<file path="src/rtl/lrc_defines.svh">
// constants for the legacy rt/monitor compatibility block
`ifndef LRC_DEFINES_SVH
`define LRC_DEFINES_SVH
// =====================================================
// register byte offsets
`define LRC_OFF_CTRL 12'h000
`define LRC_OFF_STATUS 12'h004
`define LRC_OFF_TIMETAG 12'h01c
`define LRC_OFF_MONINIT 12'h020
`define LRC_OFF_MONCOUNT 12'h024
`define LRC_OFF_MONPTR 12'h028
`define LRC_OFF_INTADDR 12'h02c
`define LRC_OFF_INFOTX 12'h030
`define LRC_OFF_INFORX 12'h034
`define LRC_OFF_IRQSTAT 12'h038
`define LRC_OFF_IRQEN 12'h03c
`define LRC_OFF_IRQCLR 12'h040
// =====================================================
// fields and values
`define LRC_CTRL_EXEC 0
`define LRC_CTRL_LEGSEL 1
`define LRC_CTRL_RST 1'h1
`define LRC_NUM_CHAN 2
`define LRC_INFO_BCAST 5
`define LRC_DESC_STEP 16'h0008
`define LRC_MONINIT_RST 16'h2000
`define LRC_IRQ_BLOCK 0
`define LRC_IRQ_RESETRT 1
`define LRC_IRQ_W 2
`define LRC_LEG_ZERO 1'h0
`endif

</file>
<file path="src/rtl/lrc_pkg.sv">
// types for the legacy rt/monitor compatibility block
package lrc_pkg;
  // =====================================================
  // apb request and answer
  typedef struct packed {
    logic psel;
    logic penable;
    logic pwrite;
    logic [11:0] paddr;
    logic [31:0] pwdata;
  } lrc_apb_req_t;
  typedef struct packed {
    logic pready;
    logic pslverr;
    logic [31:0] prdata;
  } lrc_apb_rsp_t;
  // =====================================================
  // events from the protocol engine
  typedef struct packed {
    logic resetRt;
    logic msgDone;
    logic msgBcast;
    logic msgTx;
    logic [15:0] msgInfo;
  } lrc_evt_t;
  typedef enum logic [0:0] {LRC_MON_RUN, LRC_MON_EXTRA} lrc_mon_t;
endpackage
</file>
<file path="src/rtl/lrc_legacy_compat.sv">
// legacy rt and monitor compatibility logic with apb registers
//
// Operation
// init legalization only when select is zero
// broadcast sets bit 5 of info words
// reset rt mode code resets decoder
// reset rt clears time tag register
// reset rt re-enables both bus channels
// reset rt re-enables terminal flag bit
// execution enable stays set after reset rt
// block count interrupt after nth capture
// pointer not rewound at block interrupt
// reload pointer after one extra capture
// pointer advances eight words per message
// interrupt address word holds last descriptor
`timescale 1ns/1ps
`include "lrc_defines.svh"
module lrc_legacy_compat (
  input wire logic clock,
  input wire logic sys_rst,
  input wire lrc_pkg::lrc_apb_req_t apbReq,
  output lrc_pkg::lrc_apb_rsp_t apbRsp,
  input wire lrc_pkg::lrc_evt_t evt,
  input wire logic monCapture,
  input wire logic legInitReq,
  input wire logic shutdownA,
  input wire logic shutdownB,
  input wire logic inhibitFlag,
  output logic legInitStart,
  output logic decoderReset,
  output logic chanAEnable,
  output logic chanBEnable,
  output logic termFlagEnable,
  output logic [15:0] monPtr,
  output logic irq
);
  import lrc_pkg::*;

  // =====================================================
  // state
  logic execEn_reg;
  logic legSel_reg;
  logic [31:0] timeTag_reg;
  logic [15:0] monInit_reg;
  logic [15:0] monCount_reg;
  logic [15:0] monPtr_reg;
  logic [15:0] monNum_reg;
  logic [15:0] intAddrWord_reg;
  logic [15:0] infoTx_reg;
  logic [15:0] infoRx_reg;
  logic [`LRC_IRQ_W-1:0] irqStat_reg;
  logic [`LRC_IRQ_W-1:0] irqEn_reg;
  wire [`LRC_NUM_CHAN-1:0] chanOn;
  logic termFlag_reg;
  logic legStart_reg;
  logic decRst_reg;
  logic [31:0] rdata_reg;
  lrc_mon_t monState_reg;
  lrc_mon_t monState_next;
  logic [15:0] monPtr_next;
  logic [15:0] monNum_next;
  logic [15:0] intAddrWord_next;

  // =====================================================
  // apb decode
  wire apbSetup = apbReq.psel & ~apbReq.penable;
  wire wrEn = apbReq.psel & apbReq.penable & apbReq.pwrite;
  wire [11:0] addr = apbReq.paddr;
  wire selCtrl = addr == `LRC_OFF_CTRL;
  wire selStatus = addr == `LRC_OFF_STATUS;
  wire selTime = addr == `LRC_OFF_TIMETAG;
  wire selInit = addr == `LRC_OFF_MONINIT;
  wire selCount = addr == `LRC_OFF_MONCOUNT;
  wire selPtr = addr == `LRC_OFF_MONPTR;
  wire selIntAddr = addr == `LRC_OFF_INTADDR;
  wire selTx = addr == `LRC_OFF_INFOTX;
  wire selRx = addr == `LRC_OFF_INFORX;
  wire selIst = addr == `LRC_OFF_IRQSTAT;
  wire selIen = addr == `LRC_OFF_IRQEN;
  wire selIclr = addr == `LRC_OFF_IRQCLR;
  wire mapped = selCtrl | selStatus | selTime | selInit | selCount |
    selPtr | selIntAddr | selTx | selRx | selIst | selIen | selIclr;
  // read-only and write-only registers refuse the wrong direction
  wire badWr = selStatus | selPtr | selIntAddr | selTx | selRx | selIst;
  wire badRd = selIclr;
  wire accErr = ~mapped | (apbReq.pwrite ? badWr : badRd);

  wire [31:0] rdMux =
    selCtrl ? {30'h0, legSel_reg, execEn_reg} :
    selStatus ? {29'h0, termFlag_reg, chanOn} :
    selTime ? timeTag_reg :
    selInit ? {16'h0, monInit_reg} :
    selCount ? {16'h0, monCount_reg} :
    selPtr ? {16'h0, monPtr_reg} :
    selIntAddr ? {16'h0, intAddrWord_reg} :
    selTx ? {16'h0, infoTx_reg} :
    selRx ? {16'h0, infoRx_reg} :
    selIst ? {30'h0, irqStat_reg} :
    selIen ? {30'h0, irqEn_reg} : 32'h0;

  wire slvErr = apbReq.psel & apbReq.penable & accErr;
  // zero wait states: pready never drops
  assign apbRsp = '{pready: 1'b1, pslverr: slvErr, prdata: rdata_reg};

  // =====================================================
  // message events
  wire resetRt = evt.resetRt;
  wire msgDone = evt.msgDone;
  // broadcast flag in info
  wire [15:0] infoWord = {evt.msgInfo[15:`LRC_INFO_BCAST+1], evt.msgBcast,
    evt.msgInfo[`LRC_INFO_BCAST-1:0]};

  wire ctrlWr = wrEn & selCtrl;
  wire initWr = wrEn & selInit;
  // a capture meeting a base write is dropped, the base wins
  wire capEvt = monCapture & ~initWr;
  // eight word step
  wire [15:0] ptrStep = monPtr_reg + `LRC_DESC_STEP;
  // zero count only hits after the 16-bit count wraps
  wire lastOfBlock = (monNum_reg + 16'h0001) == monCount_reg;
  // nth capture of the block
  wire blockHit = capEvt & (monState_reg == LRC_MON_RUN) & lastOfBlock;
  wire [`LRC_IRQ_W-1:0] irqSet = {resetRt, blockHit};
  wire [`LRC_IRQ_W-1:0] irqClr = (wrEn & selIclr) ?
    apbReq.pwdata[`LRC_IRQ_W-1:0] : {`LRC_IRQ_W{1'b0}};

  // =====================================================
  // control and time tag
  always_ff @(posedge clock) begin
    if (sys_rst) begin
      execEn_reg <= `LRC_CTRL_RST;
      legSel_reg <= `LRC_LEG_ZERO;
    end else if (ctrlWr) begin
      // reset rt never clears exec
      execEn_reg <= apbReq.pwdata[`LRC_CTRL_EXEC];
      legSel_reg <= apbReq.pwdata[`LRC_CTRL_LEGSEL];
    end
  end

  always_ff @(posedge clock) begin
    if (sys_rst) begin
      timeTag_reg <= 32'h0;
    end else if (resetRt) begin
      // clear time tag
      timeTag_reg <= 32'h0;
    end else if (wrEn & selTime) begin
      timeTag_reg <= apbReq.pwdata;
    end else begin
      timeTag_reg <= timeTag_reg + 32'h1;
    end
  end

  // =====================================================
  // rt side effects
  always_ff @(posedge clock) begin
    if (sys_rst) begin
      decRst_reg <= 1'b0;
      legStart_reg <= 1'b0;
    end else begin
      // one pulse resets decoder
      decRst_reg <= resetRt;
      // only select zero starts init
      legStart_reg <= legInitReq & (legSel_reg == `LRC_LEG_ZERO);
    end
  end

  // one enable per bus channel, index 0 is channel a
  wire [`LRC_NUM_CHAN-1:0] shutdown = {shutdownB, shutdownA};
  for (genvar ch = 0; ch < `LRC_NUM_CHAN; ch++) begin : g_chan
    logic chanOn_reg;
    // reset rt wins over shutdown
    always_ff @(posedge clock) begin
      if (sys_rst) begin
        chanOn_reg <= 1'b1;
      end else if (resetRt) begin
        chanOn_reg <= 1'b1;
      end else if (shutdown[ch]) begin
        chanOn_reg <= 1'b0;
      end
    end
    assign chanOn[ch] = chanOn_reg;
  end

  always_ff @(posedge clock) begin
    if (sys_rst) begin
      termFlag_reg <= 1'b1;
    end else if (resetRt) begin
      // reset rt wins over inhibit
      termFlag_reg <= 1'b1;
    end else if (inhibitFlag) begin
      termFlag_reg <= 1'b0;
    end
  end

  always_ff @(posedge clock) begin
    if (sys_rst) begin
      infoTx_reg <= 16'h0;
      infoRx_reg <= 16'h0;
    end else if (msgDone & evt.msgTx) begin
      infoTx_reg <= infoWord;
    end else if (msgDone) begin
      infoRx_reg <= infoWord;
    end
  end

  // =====================================================
  // monitor descriptor pointer
  always_ff @(posedge clock) begin
    if (sys_rst) begin
      monInit_reg <= `LRC_MONINIT_RST;
      monCount_reg <= 16'h0;
    end else begin
      if (initWr) begin
        monInit_reg <= apbReq.pwdata[15:0];
      end
      if (wrEn & selCount) begin
        monCount_reg <= apbReq.pwdata[15:0];
      end
    end
  end

  // =====================================================
  // monitor next state
  always_comb begin
    monState_next = monState_reg;
    monPtr_next = monPtr_reg;
    monNum_next = monNum_reg;
    intAddrWord_next = intAddrWord_reg;
    if (initWr) begin
      // a new base restarts the block at once
      monPtr_next = apbReq.pwdata[15:0];
      monNum_next = 16'h0;
      monState_next = LRC_MON_RUN;
    end else if (capEvt) begin
      unique case (monState_reg)
        LRC_MON_RUN: begin
          // next descriptor
          monPtr_next = ptrStep;
          if (lastOfBlock) begin
            // keep advancing, no rewind
            monState_next = LRC_MON_EXTRA;
            // last descriptor into interrupt address word
            intAddrWord_next = monPtr_reg;
          end else begin
            monNum_next = monNum_reg + 16'h0001;
          end
        end
        LRC_MON_EXTRA: begin
          // reload after the extra one
          monPtr_next = monInit_reg;
          monNum_next = 16'h0;
          monState_next = LRC_MON_RUN;
        end
      endcase
    end
  end

  always_ff @(posedge clock) begin
    if (sys_rst) begin
      monPtr_reg <= `LRC_MONINIT_RST;
      monNum_reg <= 16'h0;
      monState_reg <= LRC_MON_RUN;
      intAddrWord_reg <= 16'h0;
    end else begin
      monPtr_reg <= monPtr_next;
      monNum_reg <= monNum_next;
      monState_reg <= monState_next;
      intAddrWord_reg <= intAddrWord_next;
    end
  end

  // =====================================================
  // interrupts, set wins over clear
  always_ff @(posedge clock) begin
    if (sys_rst) begin
      irqStat_reg <= {`LRC_IRQ_W{1'b0}};
      irqEn_reg <= {`LRC_IRQ_W{1'b0}};
    end else begin
      // block count event sticky
      irqStat_reg <= (irqStat_reg & ~irqClr) | irqSet;
      if (wrEn & selIen) begin
        irqEn_reg <= apbReq.pwdata[`LRC_IRQ_W-1:0];
      end
    end
  end

  always_ff @(posedge clock) begin
    if (sys_rst) begin
      rdata_reg <= 32'h0;
    end else if (apbSetup & ~apbReq.pwrite) begin
      rdata_reg <= rdMux;
    end
  end

  assign irq = |(irqStat_reg & irqEn_reg);
  assign legInitStart = legStart_reg;
  assign decoderReset = decRst_reg;
  assign chanAEnable = chanOn[0];
  assign chanBEnable = chanOn[1];
  assign termFlagEnable = termFlag_reg;
  assign monPtr = monPtr_reg;
endmodule

</file>
<file path="config.mk">
export PLATFORM = sky130hd
export DESIGN_NAME = lrc_legacy_compat
export DESIGN_NICKNAME = d
export VERILOG_FILES = /design/src/rtl/lrc_pkg.sv /design/src/rtl/lrc_legacy_compat.sv
export VERILOG_INCLUDE_DIRS = /design/src /design/src/rtl
export SDC_FILE = /design/constraint.sdc
export NUM_CORES = 1
export LEC_CHECK = 0
export ABC_AREA = 0
export BUFFER_PORTS_ARGS = -buffer_cell sky130_fd_sc_hd__buf_2
export CAP_MARGIN = 20
export CELL_PAD_IN_SITES_DETAIL_PLACEMENT = 1
export CELL_PAD_IN_SITES_GLOBAL_PLACEMENT = 1
export CORE_UTILIZATION = 38
export DETAILED_ROUTE_END_ITERATION = 10
export PLACE_DENSITY_LB_ADDON = 0.1
export SYNTH_ARGS = -nofsm -noshare
export SYNTH_HDL_FRONTEND = slang
export SYNTH_SLANG_ARGS = --single-unit
</file>
<file path="constraint.sdc">
create_clock -name clock -period 2.9 [get_ports clock]
set_input_delay 0.29 -clock clock [delete_from_list [all_inputs] [get_ports clock]]
set_output_delay 0.29 -clock clock [all_outputs]
set_load 0.01 [all_outputs]
</file>
==> impl_metrics.yaml <==
global_routing:
  grt_usage: 0.2644
  grt_pass1_wl_mm: 50.72
  antenna_found_initial: 0
  grt_max_degree: 57
  gr-total-overflow: 0
  grt_pass1_vias: 9031
flow_run:
  drv_cap: 0
synthesis:
  async_flop_share: 0
  ys_types: 64
  ys_warn_count: 0
  synth_seq_area_share: 0.4049
  syn_nets: 1253
  synth_top_cell_by_area: "dfxtp_1"
  syn-mean-instance-area_sq_um: 7.904
  synth_top_area_share: 0.4049
  ys_top_cells_by_area: "dfxtp_1 (40%), nand2_1 (7.4%), a21oi_1 (7.2%)"
  syn_area_sq_um: 9295
  synth-seq-cells: 188
  synthFlopType: "dfxtp_1"
  syn_inst: 1176
  synth_edf_count: 0
critical_path:
  r2r_end: "intAddrWord_reg[0]$_SDFFE_PP0P_"
  crit_type: "reg -> reg"
  reg2reg_depth: 8
  worst_setup_path_end_kind: "register"
  critical_path_peak_fanout: 7
  startpoint_type: "register"
  worst-r2r-setup-slack_ps: 80
  crit_required_ps: 3200
  cp-endpoint: "intAddrWord_reg[0]$_SDFFE_PP0P_"
  worst_ep_arrival_time_ps: 3120
  cp-startpoint: "monNum_reg[0]$_SDFFE_PP0P_"
  r2r_start: "monNum_reg[0]$_SDFFE_PP0P_"
routing:
  avgViaCountPerCell: 5.766
  drc_errors: 0
  wl_mm: 33.72
  dr.pass1.iters: 5
  wl_per_cell_um: 20.71
  drtAntennaViolNets: 0
  drtIter0Drc: 732
  dr_total_vias: 9387
timing:
  worstMarginPinSlew_ps: 827.3
  layout_min_cycle_time_ps: 2822
  setup_viol: 0
  drv_slew: 0
  relSlewSlack: 0.4485
  clock.fmax_mhz: 354.3
  hold_viol: 0
  fin_skew_ps: 15.93
  period_share: 0.9732
floorplan:
  row_count: 56
  dieArea_sq_um: 25090
  dieWidth_um: 158.4
  die_y_um: 158.4
  core_sq_um: 23750
  start_util: 0.3913
  ioPinCount: 130
clock_tree:
  cts_buffers: 17
  clock_latency_ps: 450
  htree_levels: 4
  clk_path_buf_depth: 2
  clock_sinks: 188
  cts.clk_slew.worst_paths_ps: 80
  cts_tree: "done"
  clock-root-buffer: "clkbuf_16"
final_layout:
  nets: 1373
  final_cell_mix: "dfxtp_1 (187), nand2_1 (183), a21oi_1 (134)"
  instances_no_fill: 1628
  drive_gt1_frac: 0.2017
  syn_to_final_growth_pct: 20.31
  antenna_cells: 0
  utilization: 0.4708
  final_common_cell: "dfxtp_1"
  design_area_sq_um: 11180
placed_design:
  port_buffers: 127
  post_dp_cell_area_sq_um: 10420
  gp_congestion: 0.8211
  hpwl_mm: 23.72
  dp_cells: 1585
status:
  status: "completed"
power:
  ir_drop_mv: 0.2720
  power.density_nw_per_um2: 488.2
  p_leak_nw: 4.101
min_path:
  hold_path.class: "in -> reg"
  min_path_cells: 2
  hp-start: "shutdownB"
power by group:
part	internal [W]	switching (W)
Combinational	0.000186	0.000316
Clock	0.00113	0.00117
Sequential	0.00262	0.0000381
metrics by stage:
step	hold slack, ps	setup WS, ps	total power (W)	setup TNS, ps
after CTS	11.59	-26.02	0.005428	-42.02
after floorplan	390.4	79.28	0.002945	0
after detailed placement	448.4	-5.538	0.003151	-5.538
after global placement	443.2	115.1	0.003141	0
after global routing	27.51	-31.32	0.005648	-112.1
final	27.89	77.76	0.005460	0
worst min path at each step:
stage                                 endpoint  slack [ps]
global route          chanBEnable$_SDFFE_PP1P_          30
global placement    infoRx_reg[5]$_SDFFE_PP0P_         440
detailed placement  infoTx_reg[2]$_SDFFE_PP0P_         450
floorplan             chanAEnable$_SDFFE_PP1P_         390
CTS                   chanBEnable$_SDFFE_PP1P_          10
finish                chanBEnable$_SDFFE_PP1P_          30
logic make-up (layout without fill, tap and decap cells):
family | after synthesis | after routing | share of synthesized area
flip-flops | 188 | 188 | 0.4049
other | 1 | 1 | 0.0004034
buffers and inverters | 111 | 242 | 0.05155
AND/OR/NAND/NOR | 469 | 471 | 0.2404
AO/OA/AOI/OAI | 333 | 333 | 0.2282
XOR/XNOR | 50 | 50 | 0.04711
multiplexers | 21 | 21 | 0.02342
adder cells (fa/ha/maj) | 3 | 3 | 0.004039
layout make-up:
cell class	instances	area [sq um]
clock buffers	18	429.2
repair buffers	197	1240
well taps	319	399.1
multi-input cells	879	5180
clock inverters	14	121.4
flip-flops and latches	188	3765
inverters	13	48.80
fillers	2952	12570
worst max-delay path, cell delays in order, from the launching register on:
cell and delay, ps:
dfxtp_1 380, buf_4 170, and2_1 300, nand3_1 210, nor3_1 400, o221ai_4 240, or4_4 660, o21ai_0 220
a21oi_1 100
layer usage:
layer | GRT usage | vias up | part of all wire
met5 | 0 | - | 0
met4 | 0.08288 | 0 | 0.023
met3 | 0.04028 | 46 | 0.046
met2 | 0.4261 | 245 | 0.46
met1 | 0.3611 | 4604 | 0.47
li1 | - | 4492 | -
timing repair:
item / CTS / global route
hold buffers: 0 / 0
setup buffers: 0 / 6
cloned: 0 / 5
resized for setup: 0 / 27
pin swaps: 0 / 9
endpoints found under the setup margin: 2 / 32
synth_stat cells (5+ instances only):
master    instances
nand2b_1         11
o21ai_1           5
xnor2_1          20
and4_1            8
a31oi_1           8
buf_4             6
or4_1             8
a22oi_1          18
and3_1           19
xor2_1           30
nor3_1           15
nor2b_1           9
mux2i_1          15
o22ai_1           7
nor4_1            8
and2_1            9
nor2_1           97
a221oi_1         15
inv_1            13
mux2_2            6
buf_2            14
dfxtp_1         188
a222oi_1         24
a211oi_1         32
o21ai_0          56
nand2_1         184
clkbuf_1         72
a21oi_1         134
nand3_1          61
nand4_1          15
(Power assumes the default switching activity.)
